File: src/design/ubu_pkg.sv
// register map, field layout and encodings of the user break unit
// assumes a 32-bit apb slave port and a core that reports each bus cycle
package ubu_pkg;
	// ----------------------------------------
	// register byte offsets
	// ----------------------------------------
	localparam logic [7:0] OFS_CTRL = 8'h00;
	localparam logic [7:0] OFS_A_COND = 8'h04;
	localparam logic [7:0] OFS_A_ADDR = 8'h08;
	localparam logic [7:0] OFS_A_MASK = 8'h0c;
	localparam logic [7:0] OFS_A_ADDRESS_SPACE_IDENTIFIER = 8'h10;
	localparam logic [7:0] OFS_B_COND = 8'h14;
	localparam logic [7:0] OFS_B_ADDR = 8'h18;
	localparam logic [7:0] OFS_B_MASK = 8'h1c;
	localparam logic [7:0] OFS_B_ADDRESS_SPACE_IDENTIFIER = 8'h20;
	localparam logic [7:0] OFS_B_DATA = 8'h24;
	localparam logic [7:0] OFS_B_DMASK = 8'h28;
	// ----------------------------------------
	// break control fields
	// ----------------------------------------
	localparam int BIT_FLAG_A = 15;
	localparam int BIT_FLAG_B = 14;
	localparam int BIT_AFTER_A = 10;
	localparam int BIT_DATA_EN = 7;
	localparam int BIT_AFTER_B = 6;
	localparam int BIT_SEQ = 3;
	localparam logic [15:0] CTRL_RESET = 16'h0000;
	localparam logic [15:0] CTRL_WMASK = 16'h04c8;
	// ----------------------------------------
	// cycle condition fields
	// ----------------------------------------
	localparam logic [1:0] TYPE_FETCH = 2'h1;
	localparam logic [1:0] TYPE_DATA = 2'h2;
	localparam logic [1:0] TYPE_ANY = 2'h3;
	localparam logic [1:0] DIR_READ = 2'h1;
	localparam logic [1:0] DIR_WRITE = 2'h2;
	localparam logic [1:0] DIR_ANY = 2'h3;
	localparam logic [1:0] SIZE_NONE = 2'h0;
	localparam logic [1:0] SIZE_BYTE = 2'h1;
	localparam logic [1:0] SIZE_WORD = 2'h2;
	localparam logic [1:0] SIZE_LONG = 2'h3;
	localparam logic [5:0] COND_RESET = 6'h00;
endpackage : ubu_pkg

File: src/design/ubu_chan_if.sv
// settings and observed bus cycle shared by the top and one matcher
// assumes one instance per channel, all on the core clock
`timescale 1ns/10ps
interface ubu_chan_if;
	logic [5:0] cond;
	logic [31:0] addr;
	logic [31:0] mask;
	logic [7:0] address_space_identifier;
	logic [31:0] data;
	logic [31:0] dmask;
	logic dataEn;
	logic busValid;
	logic busFetch;
	logic busWrite;
	logic [1:0] busSize;
	logic [31:0] busAddr;
	logic [7:0] busAsid;
	logic [31:0] busData;
	logic hit;
	logic hitFetch;
	modport top (output cond, addr, mask, address_space_identifier, data, dmask, dataEn,
		busValid, busFetch, busWrite, busSize, busAddr, busAsid, busData,
		input hit, hitFetch);
	modport chan (input cond, addr, mask, address_space_identifier, data, dmask, dataEn,
		busValid, busFetch, busWrite, busSize, busAddr, busAsid, busData,
		output hit, hitFetch);
endinterface : ubu_chan_if

File: src/design/ubu_chan_match.sv
// one break channel: compares a bus cycle against its programmed condition
// assumes the bus cycle fields are stable for the cycle busValid is high
`timescale 1ns/10ps
module ubu_chan_match (
	// clock and reset
	input wire logic clk,
	input wire logic resetn,
	// settings and observed cycle
	ubu_chan_if.chan ch
);
	function automatic logic [31:0] lowBits(input logic [1:0] size);
		unique case (size)
			ubu_pkg::SIZE_WORD: lowBits = 32'h00000001;
			ubu_pkg::SIZE_LONG: lowBits = 32'h00000003;
			default: lowBits = 32'h00000000;
		endcase
	endfunction : lowBits

	wire logic [1:0] cType = ch.cond[5:4];
	wire logic [1:0] cDir = ch.cond[3:2];
	wire logic [1:0] cSize = ch.cond[1:0];
	wire logic typeOk = (cType == ubu_pkg::TYPE_FETCH && ch.busFetch) ||
		(cType == ubu_pkg::TYPE_DATA && !ch.busFetch) ||
		(cType == ubu_pkg::TYPE_ANY);
	wire logic dirOk = (cDir == ubu_pkg::DIR_READ && !ch.busWrite) ||
		(cDir == ubu_pkg::DIR_WRITE && ch.busWrite) ||
		(cDir == ubu_pkg::DIR_ANY);
	wire logic sizeOk = (cSize == ubu_pkg::SIZE_NONE) ||
		(cSize == ch.busSize);
	// low address bits follow the real access size either way
	wire logic [31:0] ignore = ch.mask | lowBits(ch.busSize);
	wire logic addrOk = ((ch.busAddr ^ ch.addr) & ~ignore) == 32'h0;
	wire logic asidOk = ch.busAsid == ch.address_space_identifier;
	// fetches are even-addressed reads, so these settings never fire
	wire logic fetchBad = cType == ubu_pkg::TYPE_FETCH &&
		(cDir == ubu_pkg::DIR_WRITE || ch.addr[0]);
	wire logic [31:0] dWidth = (ch.busSize == ubu_pkg::SIZE_LONG) ?
		32'hffffffff : 32'h0000ffff;
	wire logic dataOk = !ch.dataEn || ch.busFetch ||
		((ch.busData ^ ch.data) & ~ch.dmask & dWidth) == 32'h0;
	wire logic hitD = ch.busValid && typeOk && dirOk && sizeOk &&
		addrOk && asidOk && dataOk && !fetchBad;

	always_ff @(posedge clk or negedge resetn) begin
		if (!resetn) begin
			ch.hit <= 1'b0;
			ch.hitFetch <= 1'b0;
		end else begin
			ch.hit <= hitD;
			ch.hitFetch <= ch.busFetch;
		end
	end

	bad_fetch_a: assert property (@(posedge clk) disable iff (!resetn)
		(ch.busValid && fetchBad) |=> !ch.hit)
		else $error("fetch write or odd fetch address produced a hit");
	data_miss_a: assert property (@(posedge clk) disable iff (!resetn)
		(ch.dataEn && !ch.busFetch && !dataOk) |=> !ch.hit)
		else $error("data mismatch produced a hit");
endmodule : ubu_chan_match

File: src/design/ubu_break_unit.sv
// user break unit top: apb registers, two matchers, break sequencing
// assumes the core reports one bus cycle per busValid pulse in the order
// the pipeline issues them, and pulses instrBoundary before each new
// instruction together with facts about the instruction boundary
`timescale 1ns/10ps
module ubu_break_unit (
	// clock and reset
	input wire logic clk,
	input wire logic resetn,
	// apb slave
	input wire logic psel,
	input wire logic penable,
	input wire logic pwrite,
	input wire logic [7:0] paddr,
	input wire logic [31:0] pwdata,
	output logic [31:0] prdata,
	output logic pready,
	output logic pslverr,
	// observed core bus cycle
	input wire logic busValid,
	input wire logic busFetch,
	input wire logic busWrite,
	input wire logic [1:0] busSize,
	input wire logic [31:0] busAddr,
	input wire logic [7:0] busAsid,
	input wire logic [31:0] busData,
	// instruction boundary facts
	input wire logic instrBoundary,
	input wire logic prevWasTrap,
	input wire logic nextRaisesExc,
	input wire logic nextIsSleep,
	input wire logic nextIsDelayBranch,
	input wire logic nmiDetected,
	// break requests and flags
	output logic breakBefore,
	output logic breakAfter,
	output logic matchFlagA,
	output logic matchFlagB
);
	// ----------------------------------------
	// registers
	// ----------------------------------------
	logic [15:0] ctrl_q;
	logic [5:0] condA_q, condB_q;
	logic [31:0] addrA_q, addrB_q, maskA_q, maskB_q;
	logic [7:0] asidA_q, asidB_q;
	logic [31:0] dataB_q, dmaskB_q;
	logic [31:0] prdata_q;
	logic flagA_q, flagB_q, armed_q;
	logic pend_q, pendFetch_q, pendCmp_q;
	logic before_q, after_q;
	logic [31:0] readMux;

	ubu_chan_if chA ();
	ubu_chan_if chB ();

	// ----------------------------------------
	// apb decode
	// ----------------------------------------
	wire logic setup = psel && !penable;
	wire logic wrEn = psel && penable && pwrite;
	wire logic isCtrl = paddr == ubu_pkg::OFS_CTRL;
	wire logic mapped = isCtrl || paddr == ubu_pkg::OFS_A_COND ||
		paddr == ubu_pkg::OFS_A_ADDR || paddr == ubu_pkg::OFS_A_MASK ||
		paddr == ubu_pkg::OFS_A_ADDRESS_SPACE_IDENTIFIER || paddr == ubu_pkg::OFS_B_COND ||
		paddr == ubu_pkg::OFS_B_ADDR || paddr == ubu_pkg::OFS_B_MASK ||
		paddr == ubu_pkg::OFS_B_ADDRESS_SPACE_IDENTIFIER || paddr == ubu_pkg::OFS_B_DATA ||
		paddr == ubu_pkg::OFS_B_DMASK;
	wire logic wrCtrl = wrEn && isCtrl;
	// writing zero to a flag bit clears it
	wire logic clrA = wrCtrl && !pwdata[ubu_pkg::BIT_FLAG_A];
	wire logic clrB = wrCtrl && !pwdata[ubu_pkg::BIT_FLAG_B];
	assign pready = 1'b1;
	assign pslverr = psel && penable && !mapped;
	assign prdata = prdata_q;
	// flags live outside ctrl_q, so they are merged back in for reads
	wire logic [31:0] ctrlRead = {16'h0, flagA_q, flagB_q,
		ctrl_q[13:0]};

	always_comb begin
		unique case (paddr)
			ubu_pkg::OFS_CTRL: readMux = ctrlRead;
			ubu_pkg::OFS_A_COND: readMux = {26'h0, condA_q};
			ubu_pkg::OFS_A_ADDR: readMux = addrA_q;
			ubu_pkg::OFS_A_MASK: readMux = maskA_q;
			ubu_pkg::OFS_A_ADDRESS_SPACE_IDENTIFIER: readMux = {24'h0, asidA_q};
			ubu_pkg::OFS_B_COND: readMux = {26'h0, condB_q};
			ubu_pkg::OFS_B_ADDR: readMux = addrB_q;
			ubu_pkg::OFS_B_MASK: readMux = maskB_q;
			ubu_pkg::OFS_B_ADDRESS_SPACE_IDENTIFIER: readMux = {24'h0, asidB_q};
			ubu_pkg::OFS_B_DATA: readMux = dataB_q;
			ubu_pkg::OFS_B_DMASK: readMux = dmaskB_q;
			default: readMux = 32'h0;
		endcase
	end

	// read data is caught in the setup cycle so the access needs no wait
	always_ff @(posedge clk or negedge resetn) begin
		if (!resetn) begin
			prdata_q <= 32'h0;
		end else if (setup && !pwrite) begin
			prdata_q <= readMux;
		end
	end

	always_ff @(posedge clk or negedge resetn) begin
		if (!resetn) begin
			ctrl_q <= ubu_pkg::CTRL_RESET;
			condA_q <= ubu_pkg::COND_RESET;
			condB_q <= ubu_pkg::COND_RESET;
			addrA_q <= 32'h0;
			addrB_q <= 32'h0;
			maskA_q <= 32'h0;
			maskB_q <= 32'h0;
			asidA_q <= 8'h0;
			asidB_q <= 8'h0;
			dataB_q <= 32'h0;
			dmaskB_q <= 32'h0;
		end else if (wrEn) begin
			unique case (paddr)
				ubu_pkg::OFS_CTRL: ctrl_q <= pwdata[15:0] & ubu_pkg::CTRL_WMASK;
				ubu_pkg::OFS_A_COND: condA_q <= pwdata[5:0];
				ubu_pkg::OFS_A_ADDR: addrA_q <= pwdata;
				ubu_pkg::OFS_A_MASK: maskA_q <= pwdata;
				ubu_pkg::OFS_A_ADDRESS_SPACE_IDENTIFIER: asidA_q <= pwdata[7:0];
				ubu_pkg::OFS_B_COND: condB_q <= pwdata[5:0];
				ubu_pkg::OFS_B_ADDR: addrB_q <= pwdata;
				ubu_pkg::OFS_B_MASK: maskB_q <= pwdata;
				ubu_pkg::OFS_B_ADDRESS_SPACE_IDENTIFIER: asidB_q <= pwdata[7:0];
				ubu_pkg::OFS_B_DATA: dataB_q <= pwdata;
				ubu_pkg::OFS_B_DMASK: dmaskB_q <= pwdata;
				default: ;
			endcase
		end
	end

	// ----------------------------------------
	// channel matchers
	// ----------------------------------------
	wire logic seqMode = ctrl_q[ubu_pkg::BIT_SEQ];
	wire logic dataEn = ctrl_q[ubu_pkg::BIT_DATA_EN];
	wire logic afterA = ctrl_q[ubu_pkg::BIT_AFTER_A];
	wire logic afterB = ctrl_q[ubu_pkg::BIT_AFTER_B];

	assign chA.cond = condA_q;
	assign chA.addr = addrA_q;
	assign chA.mask = maskA_q;
	assign chA.address_space_identifier = asidA_q;
	assign chA.data = 32'h0;
	assign chA.dmask = 32'hffffffff;
	assign chA.dataEn = 1'b0;
	assign chB.cond = condB_q;
	assign chB.addr = addrB_q;
	assign chB.mask = maskB_q;
	assign chB.address_space_identifier = asidB_q;
	assign chB.data = dataB_q;
	assign chB.dmask = dmaskB_q;
	assign chB.dataEn = dataEn;
	assign chA.busValid = busValid;
	assign chA.busFetch = busFetch;
	assign chA.busWrite = busWrite;
	assign chA.busSize = busSize;
	assign chA.busAddr = busAddr;
	assign chA.busAsid = busAsid;
	assign chA.busData = busData;
	assign chB.busValid = busValid;
	assign chB.busFetch = busFetch;
	assign chB.busWrite = busWrite;
	assign chB.busSize = busSize;
	assign chB.busAddr = busAddr;
	assign chB.busAsid = busAsid;
	assign chB.busData = busData;

	ubu_chan_match uChanA (
		.clk(clk),
		.resetn(resetn),
		.ch(chA.chan)
	);

	ubu_chan_match uChanB (
		.clk(clk),
		.resetn(resetn),
		.ch(chB.chan)
	);

	// ----------------------------------------
	// break sequencing
	// ----------------------------------------
	wire logic hitA = chA.hit;
	wire logic hitB = chB.hit;
	// armed is registered, so a b hit in a's own cycle cannot complete
	wire logic evA = hitA && !seqMode;
	wire logic evB = hitB && (!seqMode || armed_q);
	wire logic fetchA = chA.hitFetch;
	wire logic fetchB = chB.hitFetch;
	wire logic beforeEv = (evA && fetchA && !afterA) ||
		(evB && fetchB && (!afterB || seqMode));
	wire logic afterEv = (evA && !(fetchA && !afterA)) ||
		(evB && !(fetchB && (!afterB || seqMode)));
	wire logic afterFetchEv = (evA && fetchA && afterA) ||
		(evB && fetchB && afterB && !seqMode);
	wire logic cmpEv = evB && !fetchB && dataEn;
	// a trap after the matched fetch or an nmi takes precedence
	wire logic supFetch = pendFetch_q && (prevWasTrap || nmiDetected);
	// sleep always wins; an exception wins unless the next is a delayed branch
	wire logic supCmp = pendCmp_q &&
		((nextRaisesExc && !nextIsDelayBranch) || nextIsSleep);
	wire logic fireAfter = instrBoundary && pend_q && !supFetch &&
		!supCmp;
	// a new b hit in sequential mode consumes the arming
	wire logic armedD = !seqMode ? 1'b0 :
		(hitB && armed_q) ? hitA :
		(hitA ? 1'b1 : armed_q);

	// ----------------------------------------
	// arming and match flags
	// ----------------------------------------
	always_ff @(posedge clk or negedge resetn) begin
		if (!resetn) begin
			armed_q <= 1'b0;
			flagA_q <= 1'b0;
			flagB_q <= 1'b0;
		end else begin
			armed_q <= armedD;
			flagA_q <= hitA || (flagA_q && !clrA);
			flagB_q <= evB || (flagB_q && !clrB);
		end
	end

	// a before break on the same cycle drops any after break
	always_ff @(posedge clk or negedge resetn) begin
		if (!resetn) begin
			pend_q <= 1'b0;
			pendFetch_q <= 1'b0;
			pendCmp_q <= 1'b0;
		end else if (beforeEv) begin
			pend_q <= 1'b0;
			pendFetch_q <= 1'b0;
			pendCmp_q <= 1'b0;
		end else if (afterEv) begin
			pend_q <= 1'b1;
			pendFetch_q <= afterFetchEv;
			pendCmp_q <= cmpEv;
		end else if (instrBoundary) begin
			pend_q <= 1'b0;
			pendFetch_q <= 1'b0;
			pendCmp_q <= 1'b0;
		end
	end

	always_ff @(posedge clk or negedge resetn) begin
		if (!resetn) begin
			before_q <= 1'b0;
			after_q <= 1'b0;
		end else begin
			before_q <= beforeEv;
			after_q <= fireAfter && !beforeEv;
		end
	end

	assign breakBefore = before_q;
	assign breakAfter = after_q;
	assign matchFlagA = flagA_q;
	assign matchFlagB = flagB_q;

	// ----------------------------------------
	// checks
	// ----------------------------------------
	seq_same_cycle_a: assert property (@(posedge clk) disable iff (!resetn)
		(seqMode && hitA && hitB && !armed_q) |=> !breakBefore && !pend_q)
		else $error("sequential break completed in channel a cycle");
	seq_before_a: assert property (@(posedge clk) disable iff (!resetn)
		(ctrl_q == 16'h0008 && armed_q && hitB && fetchB) |=> breakBefore)
		else $error("sequential fetch match did not break before");
	data_mode_a: assert property (@(posedge clk) disable iff (!resetn)
		(ctrl_q == 16'h0080 && hitB && !fetchB && !beforeEv) |=>
		(pend_q && pendCmp_q))
		else $error("data-break setting not applied");
	seq_arm_a: assert property (@(posedge clk) disable iff (!resetn)
		(seqMode && hitA) |=> armed_q)
		else $error("channel a hit did not arm the sequence");
	seq_no_after_a: assert property (@(posedge clk) disable iff (!resetn)
		(seqMode && evB && fetchB) |=> !pend_q)
		else $error("sequential fetch break left an after break pending");
	both_before_a: assert property (@(posedge clk) disable iff (!resetn)
		(beforeEv && afterEv) |=> breakBefore && !pend_q ##1 !breakAfter)
		else $error("before break did not win over after break");
	trap_skip_a: assert property (@(posedge clk) disable iff (!resetn)
		(instrBoundary && pend_q && pendFetch_q && prevWasTrap && !beforeEv)
		|=> !breakAfter)
		else $error("after break taken on trap instruction");
	exc_skip_a: assert property (@(posedge clk) disable iff (!resetn)
		(instrBoundary && pendCmp_q && nextRaisesExc && !nextIsDelayBranch)
		|=> !breakAfter)
		else $error("data break taken before exception");
	sleep_skip_a: assert property (@(posedge clk) disable iff (!resetn)
		(instrBoundary && pendCmp_q && nextIsSleep) |=> !breakAfter)
		else $error("data break taken before sleep");
	nmi_skip_a: assert property (@(posedge clk) disable iff (!resetn)
		(instrBoundary && pendFetch_q && nmiDetected) |=> !breakAfter)
		else $error("fetch after break taken over nmi");
	flag_hold_a: assert property (@(posedge clk) disable iff (!resetn)
		(matchFlagA && !clrA) |=> matchFlagA)
		else $error("flag a dropped without a clear");
	flag_b_hold_a: assert property (@(posedge clk) disable iff (!resetn)
		(matchFlagB && !clrB) |=> matchFlagB)
		else $error("flag b dropped without a clear");
	flag_set_a: assert property (@(posedge clk) disable iff (!resetn)
		(hitA && evB) |=> (matchFlagA && matchFlagB))
		else $error("match flags not both set");
	after_bound_a: assert property (@(posedge clk) disable iff (!resetn)
		breakAfter |-> $past(instrBoundary))
		else $error("after break raised away from an instruction boundary");
	cov_both_c: cover property (@(posedge clk) disable iff (!resetn)
		beforeEv && afterEv);
	cov_data_c: cover property (@(posedge clk) disable iff (!resetn)
		cmpEv ##[1:10] breakAfter);
	cov_seq_c: cover property (@(posedge clk) disable iff (!resetn)
		seqMode && hitA ##[1:20] evB);
	cov_after_c: cover property (@(posedge clk) disable iff (!resetn)
		afterEv ##[1:10] breakAfter);
	cov_skip_c: cover property (@(posedge clk) disable iff (!resetn)
		instrBoundary && pend_q && (supFetch || supCmp));
endmodule : ubu_break_unit

File: config.mk
export PLATFORM = sky130hd
export DESIGN_NAME = ubu_break_unit
export DESIGN_NICKNAME = d
export VERILOG_FILES = /design/src/design/ubu_pkg.sv /design/src/design/ubu_chan_if.sv /design/src/design/ubu_chan_match.sv /design/src/design/ubu_break_unit.sv
export SDC_FILE = /design/constraint.sdc
export NUM_CORES = 1
export LEC_CHECK = 0
export BUFFER_PORTS_ARGS = -buffer_cell sky130_fd_sc_hd__buf_2
export CORE_ASPECT_RATIO = 2
export CORE_MARGIN = 10
export CORE_UTILIZATION = 39
export DETAILED_ROUTE_END_ITERATION = 16
export PLACE_DENSITY = 0.56
export SKIP_LAST_GASP = 1
export SYNTH_ARGS = -nofsm -noshare
export SYNTH_HDL_FRONTEND = slang
export SYNTH_SLANG_ARGS = --single-unit
File: constraint.sdc
create_clock -name clk -period 1.6 [get_ports clk]
set_clock_uncertainty 0.1 [all_clocks]
set_input_delay 0.32 -clock clk [delete_from_list [all_inputs] [get_ports clk]]
set_output_delay 0.32 -clock clk [all_outputs]
set_load 0.01 [all_outputs]
==> results of run 1 <==
## worst paths after layout
kind | from | endpoint | slack [ns]
setup / recovery | asidB_q[3] | uChanB.ch.hit | -0.42
hold / removal | pwdata[7] | chB.data[7] | 0.05
setup reg to reg | asidB_q[3] | uChanB.ch.hit | -0.42
hold reg to reg | prdata[9] | prdata[9] | 0.37
max in group asynchronous | resetn | prdata[27] | 0.68
min in group asynchronous | resetn | chB.data[5] | 0.08
## through the flow
| step | util [%] | setup slack, ns | instance area, µm² | instances |
|---|---|---|---|---|
| global placement | 50.2 | -0.935 | 17200 | 1915 |
| floorplan | - | -0.512 | 13600 | 1062 |
| detailed placement | 50.2 | -0.940 | 17200 | 1915 |
| global route | 58.3 | -0.512 | 20000 | 2039 |
| finish | 58.3 | -0.421 | 20000 | 2039 |
| CTS | 58.0 | -0.460 | 19800 | 2047 |
## Yosys cell counts (9+ instances only)
master | count | area (µm²)
buf_2 | 23 | 115
o22ai_1 | 42 | 263
a222oi_1 | 44 | 440
a21oi_1 | 41 | 205
o21ai_0 | 26 | 130
nand2_1 | 40 | 150
a21o_1 | 22 | 165
mux2_1 | 24 | 270
a22oi_1 | 14 | 105
mux2_4 | 60 | 901
inv_1 | 12 | 45.0
dfrtp_1 | 267 | 6680
buf_6 | 11 | 124
nor2_1 | 25 | 93.8
mux2_2 | 147 | 1660
clkbuf_1 | 15 | 56.3
mux2i_1 | 10 | 100
xnor2_1 | 104 | 911
nor4_1 | 9 | 56.3
## repair_timing
item                                    CTS  global route
setup buffers                            46            14
gates cloned                             18             0
hold buffers                             24             0
endpoints found under the setup margin  235           186
hold endpoints to repair                376             0
gates resized for setup                 132            90
pin swaps                                54            58
## cell type report
class,instances,area share [%]
multi-input combinational,723,35.4
sequential,267,33.5
timing repair buffer,549,23.5
clock buffer,34,3.61
tap,441,2.76
clock inverter,13,1.02
inverter,12,0.238
## critical path, stage by stage (launching register included)
cell and delay [ns]:
dfrtp_1 0.42, xnor2_1 0.16, nand4_1 0.15, nor4_2 0.18, buf_4 0.17, nand4_1 0.16, nor4_4 0.36, o311a_1 0.25
## placed cells by master, fill, tap and decap left out, types with 24 or more instances in the layout
cell type        n
a21oi_1         34
o22ai_1         37
buf_12          41
dlygate4sd3_1   24
a222oi_1        44
buf_6           31
buf_2          156
clkbuf_16       26
mux2_2         141
dfrtp_1        265
buf_4          277
mux2_4          71
xnor2_1         96
nand2_1         31
## kinds of logic (layout without fill, tap and decap cells)
logic type / count (synthesis) / after routing / synth area share [%]
flops: 267 / 267 / 49.5
mux: 243 / 243 / 22.0
compound gates: 230 / 230 / 12.3
simple gates: 137 / 137 / 5.90
xor+xnor: 112 / 112 / 7.27
buf+inv: 72 / 608 / 2.94
other cells: 1 / 1 / 0.0278
## sequential cells by signal (all words and copies together) (netlist names), 4 cells and up
register	flops
addrA_q	32
chA.cond	6
asidA_q	8
chB.dmask	32
addrB_q	32
chA.mask	32
chB.cond	6
chB.data	32
asidB_q	8
chB.mask	32
prdata	32
ctrl_q	4
## power by group through the flow
stage | clock (W) | combinational, W | sequential [W]
finish | 0.00682 | 0.00161 | 0.00692
global route | 0.00715 | 0.00170 | 0.00692
CTS | 0.00691 | 0.00157 | 0.00691
detailed placement | 0 | 0.00143 | 0.00704
global placement | 0 | 0.00142 | 0.00704
floorplan | 0 | 0.000466 | 0.00702
## per-layer routing
| metal | up-vias | part of all wire, % | global-route usage, % |
|---|---|---|---|
| li1 | 5048 | - | - |
| met1 | 5776 | 33 | 27.1 |
| met2 | 458 | 52 | 47.3 |
| met3 | 177 | 4.8 | 3.11 |
| met4 | 0 | 9.9 | 21.1 |
| met5 | - | 0 | 0 |
==> results.yml, run 1 <==
outcome:
  status: "complete, but fails checks"
  violations: "setup timing"
sta:
  maxSlewViolCount: 0
  rsz0062_at_grt: "yes"
  fmax_mhz: 495
  worst_pin_slew_ns: 0.790
  fin_ws_ns: -0.421
  setup-violations-final: 168
  fin_crit_sh_pct: 126
  totalNegativeSetupSlack_ns: -15.44
  min_period_ns: 2.02
  hold_ws_ns: 0.0500
  relSlewSlack_pct: 47.3
  hold_viol: 0
worst_setup_path:
  critPathMaxFanout: 2
  crit_type: "reg2reg"
  crit_path_start_kind: "flop"
  r2r_cells: 7
  worst_setup_path_end_kind: "flop"
  cp.required_ns: 1.99
  arrival_ns: 2.41
min_path:
  min_path_cells: 2
  hp-class: "in2reg"
power_and_ir_drop:
  p_sw_w: 0.00376
  ir_drop_v: 0.000856
  pwr-share-seq_pct: 45.1
  p_comb_share_pct: 10.5
  intPower_w: 0.0116
  p_total_w: 0.0153
  leakage_nw: 9.98
  powerDensity_mw_per_mm2: 769
  switching_share_pct: 24.5
  clkPwrFrac_pct: 44.4
detailed_routing:
  wl_mm: 57.7
  ant_nets: 0
  vias_per_cell: 5.62
  first_iter_violations: 852
  wl_per_cell_um: 28.3
  drc_errors: 0
  drt_first_pass_iters: 6
  vias: 11500
grt:
  antenna_found_initial: 0
  grt_pass1_vias: 12700
  grt_pass1_wl_mm: 83.8
  grtUsageTotal_pct: 26.7
  grt_max_degree: 66
  grt_overflow_total: 0
layout:
  register_area_mm2: 0.00668
  multi_input_area_mm2: 0.00706
  syn2layout_area_growth_pct: 48.0
  n_fill_cell: 2849
  diodes: 0
  layout-drive-gt1-share_pct: 54.9
  nets: 1707
yosys:
  syn_nets: 1190
  synth_edf_count: 0
  syn_inst: 1062
  ys_async_sr_fraction_pct: 100
  ys_ff_latch: 267
  synthFlopType: "dfrtp_1"
  syn_area_per_cell_um2: 12.7
  syn-cell-area_mm2: 0.0135
  ys_seq_area_share_pct: 49.5
  yosys_warnings: 0
  synth_cell_types: 66
floorplanning:
  die_x_um: 151
  core_mm2: 0.0342
  die_h_um: 283
  num_rows: 96
  initial_core_util_pct: 39.4
  num_io_pins: 166
  die-area_mm2: 0.0429
place:
  hpwlAfterDp_mm: 40.9
  gp_congestion: 1.01
  portBuffers: 164
run:
  drv_cap: 0
clock_tree:
  cts_tree: "yes"
  cts_buffers: 26
  h-tree-depth: 1
  cts.sinks: 267
  clkLatencyLatePin_ns: 0.57
  clk_pin_slew_ns: 0.07
  clock_tree.root_cell: "clkbuf_16"
  cts_buffer_depth: 3
Note: power is estimated with default switching activity, not from simulation.
==> run 2: changes to the inputs <==
--- a/config.mk
+++ b/config.mk
@@ -9,7 +9,9 @@
 export CORE_ASPECT_RATIO = 2
 export CORE_MARGIN = 10
 export CORE_UTILIZATION = 39
+export CTS_BUF_LIST = sky130_fd_sc_hd__clkbuf_8
 export DETAILED_ROUTE_END_ITERATION = 16
+export HOLD_SLACK_MARGIN = 0.06
 export PLACE_DENSITY = 0.56
 export SKIP_LAST_GASP = 1
 export SYNTH_ARGS = -nofsm -noshare
==> run 2 against run 1 <==
Effect of this change: largest cell class unchanged; die area unchanged; critical endpoint unchanged; cell area decreased by 0.23%; critical path depth unchanged; non-clock buffer count increased by 10; flip-flop and latch count unchanged; sequential power about the same; routed wire length decreased by 0.33%; via count increased by 0.90%; clock power decreased by 15%; utilization decreased by 0.14 points; count of clock-buffer cells in the layout increased by 18; hold slack improved by 0.021 ns; the flow still finishes with violations (setup timing).
==> results.yml, run 2 (synthesis results as in run 1) <==
sta:
  fmax_mhz: 495
  setup-violations-final: 126
  hold_ws_ns: 0.0707
  fin_crit_sh_pct: 126
  worst_pin_slew_ns: 0.679
  totalNegativeSetupSlack_ns: -8.32
  hold_viol: 0
  fin_ws_ns: -0.421
  maxSlewViolCount: 0
  rsz0062_at_grt: "yes"
  relSlewSlack_pct: 54.7
  min_period_ns: 2.02
layout:
  layout-drive-gt1-share_pct: 54.7
  final_common_cell: "buf_4"
  final_cell_mix: "buf_4, dfrtp_1, buf_2"
  nets: 1732
  syn2layout_area_growth_pct: 47.7
grt:
  grt_pass1_vias: 12800
  grt_max_degree: 66
  grt_pass1_wl_mm: 82.6
  antenna_found_initial: 2
  grtUsageTotal_pct: 26.4
  grt_overflow_total: 0
detailed_routing:
  first_iter_violations: 999
  drt_first_pass_iters: 6
  vias: 11600
  vias_per_cell: 5.57
  wl_per_cell_um: 27.7
  drc_errors: 0
  ant_nets: 0
  wl_mm: 57.5
clock_tree:
  h-tree-depth: 2
  cts.sinks: 267
  clock_tree.root_cell: "clkbuf_8"
  cts_buffers: 41
  clk_pin_slew_ns: 0.06
  clkLatencyLatePin_ns: 0.60
  cts_tree: "yes"
  cts_buffer_depth: 3
min_path:
  hp-class: "in2reg"
place:
  gp_congestion: 1.01
  hpwlAfterDp_mm: 40.9
  portBuffers: 164
power_and_ir_drop:
  p_sw_w: 0.00380
  clkPwrFrac_pct: 40.4
  powerDensity_mw_per_mm2: 720
  ir_drop_v: 0.000580
  leakage_nw: 10.0
  pwr-share-seq_pct: 48.2
  intPower_w: 0.0105
  p_comb_share_pct: 11.4
  switching_share_pct: 26.5
worst_setup_path:
  cp_top_family: "simple AND/OR/NAND/NOR gates"
  r2r_cells: 7
  r2r_slack_ns: -0.42
  crit_start: "asidB_q[3]"
  worst_setup_path_end_kind: "flop"
  path_cells: "xnor2_1, nand4_1, nor4_2, buf_4, nand4_1, nor4_4, o311a_1"
  worstPathBufferInverterCount: 1
  arrival_ns: 2.45
  crit_type: "reg2reg"
  cp.required_ns: 2.03
  endpoint: "uChanB.ch.hit"
  r2r-end: "uChanB.ch.hit"
  critPathMaxFanout: 2
  timing.rr.start: "asidB_q[3]"
  crit_path_start_kind: "flop"
  crit_path_max_incr_delay_ns: 0.42
  cpMostUsedCell: "nand4_1"
  crit_path_top_delay_cell: "dfrtp_1"
  crit_cells: 7
floorplanning:
  num_io_pins: 166
  die_h_um: 283
  die-area_mm2: 0.0429
  core_mm2: 0.0342
  die_x_um: 151
  num_rows: 96
  initial_core_util_pct: 39.4
run:
  drv_cap: 0
outcome:
  status: "complete, but fails checks"
  violations: "setup timing"
-- run 2: cell types whose count changed in the layout (fill, tap and decap cells not counted), moves of 4 or more --
cell and change:
clkbuf_8 +48, bufinv_16 -5, buf_12 -5, buf_4 +13
buf_2 -5, clkbuf_16 -22, dlygate4sd3_1 +7, clkbuf_1 -4
inv_1 +12
-- run 2: worst min path at each step --
stage,start,endpoint,slack [ns],cells after the start
finish,pwdata[4],chB.data[4],0.07,2
global route,pwdata[1],chB.data[1],0.11,2
CTS,pwdata[4],addrA_q[4],0.07,2
detailed placement,resetn,chB.data[5],0.07,1
global placement,resetn,chB.data[5],0.07,1
floorplan,resetn,addrA_q[0],-0.08,0
-- run 2: power groups by stage --
stage / logic, W / registers, W / clock network [W]
detailed placement: 0.00143 / 0.00704 / 0
floorplan: 0.000466 / 0.00702 / 0
global route: 0.00172 / 0.00692 / 0.00615
global placement: 0.00142 / 0.00704 / 0
CTS: 0.00159 / 0.00692 / 0.00587
finish: 0.00163 / 0.00692 / 0.00579
-- run 2: metrics by stage --
step / utilization, % / std cells / worst slack, ns / instance area (µm²) / power, W
6_report: 58.2 / 2074 / -0.421 / 19900 / 0.0143
5_1_grt: 58.2 / 2074 / -0.508 / 19900 / 0.0148
4_1_cts: 57.0 / 2064 / -0.478 / 19500 / 0.0144
3_5_place_dp: 50.2 / 1915 / -0.940 / 17200 / 0.00847
3_3_place_gp: 50.2 / 1915 / -0.935 / 17200 / 0.00845
2_1_floorplan: - / 1062 / -0.512 / 13600 / 0.00749
-- run 2: what timing repair did --
action	in CTS	in global routing
resized for setup	114	82
pin swaps	42	57
gates cloned	14	4
hold buffers	31	0
hold endpoints to repair	435	0
setup endpoints to repair	150	174
buffers inserted	36	17
-- run 2: area by class of cell --
type,count,area (µm²)
antenna,1,2.50
clock buffer,52,716
clock inverter,19,83.8
fill,2883,14300
inverter,12,47.5
multi-input combinational,723,7050
sequential,267,6680
tap,441,552
timing repair buffer,559,4790
-- run 2: metal layers --
layer | GRT usage, % | vias to the layer above | wire (µm)
met2 | 46.8 | 498 | 29800
met5 | 0 | - | 7
met4 | 20.7 | 2 | 5580
met3 | 4.01 | 207 | 3180
li1 | - | 5080 | -
met1 | 26.3 | 5775 | 19000
==> run 3: changes to the inputs <==
--- a/config.mk
+++ b/config.mk
@@ -5,14 +5,14 @@
 export SDC_FILE = /design/constraint.sdc
 export NUM_CORES = 1
 export LEC_CHECK = 0
-export BUFFER_PORTS_ARGS = -buffer_cell sky130_fd_sc_hd__buf_2
 export CORE_ASPECT_RATIO = 2
 export CORE_MARGIN = 10
 export CORE_UTILIZATION = 39
 export CTS_BUF_LIST = sky130_fd_sc_hd__clkbuf_8
 export DETAILED_ROUTE_END_ITERATION = 16
+export DONT_BUFFER_PORTS = 1
 export HOLD_SLACK_MARGIN = 0.06
-export PLACE_DENSITY = 0.56
+export PLACE_DENSITY = 0.52
 export SKIP_LAST_GASP = 1
 export SYNTH_ARGS = -nofsm -noshare
 export SYNTH_HDL_FRONTEND = slang
==> run 3 against run 2 <==
Effect of this change: the flow finishes with violations (hold timing, setup timing); via count down 11%; hold slack worse by 0.72 ns; critical path type unchanged; final cell count down 13%; combinational power down 39%; routed wire length down 7.7%; highest routed layer is now met4; global-route usage down 1.9 points; flip-flop and latch count unchanged.
==> results.yml, run 3 (synthesis results as in run 1) <==
clock_tree:
  cts.sinks: 267
  clk_pin_slew_ns: 0.07
  clkLatencyLatePin_ns: 0.58
  h-tree-depth: 2
  clock_tree.root_cell: "clkbuf_8"
  cts_tree: "yes"
  cts_hold_buf: 43
  cts_buffers: 42
  cts_buffer_depth: 3
sta:
  fmax_mhz: 500
  min_period_ns: 2.00
  hold_ws_ns: -0.654
  worst_pin_slew_ns: 0.674
  rsz0062_at_grt: "yes"
  relSlewSlack_pct: 54.9
  hold_viol: 267
  maxSlewViolCount: 0
  setup-violations-final: 5
  fin_crit_sh_pct: 125
  fin_ws_ns: -0.399
layout:
  post-route-util_pct: 51.2
  final_cell_mix: "dfrtp_1, buf_4, mux2_2"
  layout-drive-gt1-share_pct: 44.0
  finalNonFillerCells: 1806
  nets: 1467
  syn2layout_area_growth_pct: 29.9
  fin_area_mm2: 0.0175
  n_fill_cell: 3080
  final_common_cell: "dfrtp_1"
power_and_ir_drop:
  p_sw_w: 0.00344
  clkPwrFrac_pct: 43.0
  p_comb_share_pct: 7.1
  powerDensity_mw_per_mm2: 791
  switching_share_pct: 24.8
  pwr-share-seq_pct: 49.9
  intPower_w: 0.0104
  ir_drop_v: 0.000616
  leakage_nw: 8.53
place:
  dpl.cell_count: 1686
  gp_congestion: 0.889
  portBuffers: 0
  placed_cell_area_mm2: 0.0158
  hpwlAfterDp_mm: 39.5
detailed_routing:
  drc_errors: 0
  ant_nets: 0
  wl_mm: 53.1
  first_iter_violations: 884
  wl_per_cell_um: 29.4
  drt_first_pass_iters: 6
  vias: 10300
  vias_per_cell: 5.72
worst_setup_path:
  crit_type: "reg2reg"
  cp.required_ns: 2.01
  r2r_slack_ns: -0.40
  r2r_cells: 7
  crit_path_start_kind: "flop"
  r2r-end: "uChanB.ch.hit"
  worst_setup_path_end_kind: "flop"
  critPathMaxFanout: 2
  timing.rr.start: "asidB_q[6]"
  arrival_ns: 2.41
grt:
  grt_max_degree: 268
  grtUsageTotal_pct: 24.5
  grt_pass1_wl_mm: 77.2
  antenna_found_initial: 2
  grt_pass1_vias: 11100
  grt_overflow_total: 0
floorplanning:
  core_mm2: 0.0342
  num_io_pins: 166
  initial_core_util_pct: 39.4
  die-area_mm2: 0.0429
  die_x_um: 151
  die_h_um: 283
  num_rows: 96
run:
  drv_cap: 0
min_path:
  hp-class: "in2async"
outcome:
  status: "complete, but fails checks"
  violations: "hold timing, setup timing"
[run 3: cell types whose count changed in the layout (fill, tap and decap cells not counted), moves of 5 or more]
cell,change
dlygate4sd3_1,+12
clkinv_2,-5
buf_12,-18
nand2_8,-5
nor2_1,+5
buf_6,-25
buf_16,-10
buf_4,-62
buf_8,-8
buf_2,-151
[run 3: through the flow]
step / setup TNS, ns / total power (W) / setup slack (ns)
2_1_floorplan: -93.46 / 0.00749 / -0.512
3_3_place_gp: -117.01 / 0.00777 / -0.709
3_5_place_dp: -117.91 / 0.00778 / -0.748
4_1_cts: -0.926 / 0.0140 / -0.428
5_1_grt: -1.13 / 0.0143 / -0.447
6_report: -0.840 / 0.0139 / -0.399
[run 3: layout make-up]
type                       instances  area (µm²)  area share (%)
sequential                       267        6690            38.2
inverter                          12        45.0           0.257
tap                              441         552            3.15
clock inverter                    17         103           0.586
timing repair buffer             293        2550            14.5
clock buffer                      52         716            4.09
multi-input combinational        723        6860            39.2
antenna                            1        2.50          0.0143
[run 3: repair_timing]
item / 4_1_cts / 5_1_grt
buffers inserted: 2 / 7
setup endpoints to repair: 17 / 32
endpoints found under the hold margin: 503 / 267
pin swaps: 22 / 21
gates resized for setup: 44 / 38
[run 3: power by group through the flow]
stage | registers [W] | clock network, W | logic, W
after detailed placement | 0.00704 | 0 | 0.000740
after global routing | 0.00692 | 0.00637 | 0.00103
final | 0.00692 | 0.00595 | 0.000988
after floorplan | 0.00702 | 0 | 0.000466
after CTS | 0.00692 | 0.00608 | 0.000970
after global placement | 0.00704 | 0 | 0.000736
[run 3: routing by layer]
| metal | global-route usage [%] | part of all wire [%] | vias up |
|---|---|---|---|
| met5 | 0 | 0 | - |
| met4 | 12.0 | 5.4 | 0 |
| met3 | 5.03 | 5.9 | 100 |
| met2 | 45.0 | 55 | 369 |
| met1 | 25.2 | 34 | 5304 |
| li1 | - | - | 4556 |
[run 3: worst max-delay path by stage]
stage,start,to,slack (ns)
after floorplan,paddr[4],chA.mask[10],-0.51
after global placement,paddr[7],prdata[2],-0.71
after detailed placement,paddr[7],prdata[2],-0.75
after CTS,asidB_q[2],uChanB.ch.hit,-0.43
after global routing,asidB_q[6],uChanB.ch.hit,-0.45
final,asidB_q[6],uChanB.ch.hit,-0.40
[run 3: critical path, cell delays in order, from the launching register on]
cell,delay (ns)
dfrtp_1,0.39
xor2_1,0.20
a2111oi_2,0.31
buf_4,0.18
nand4_1,0.18
nor4_4,0.25
buf_4,0.16
o311a_1,0.16
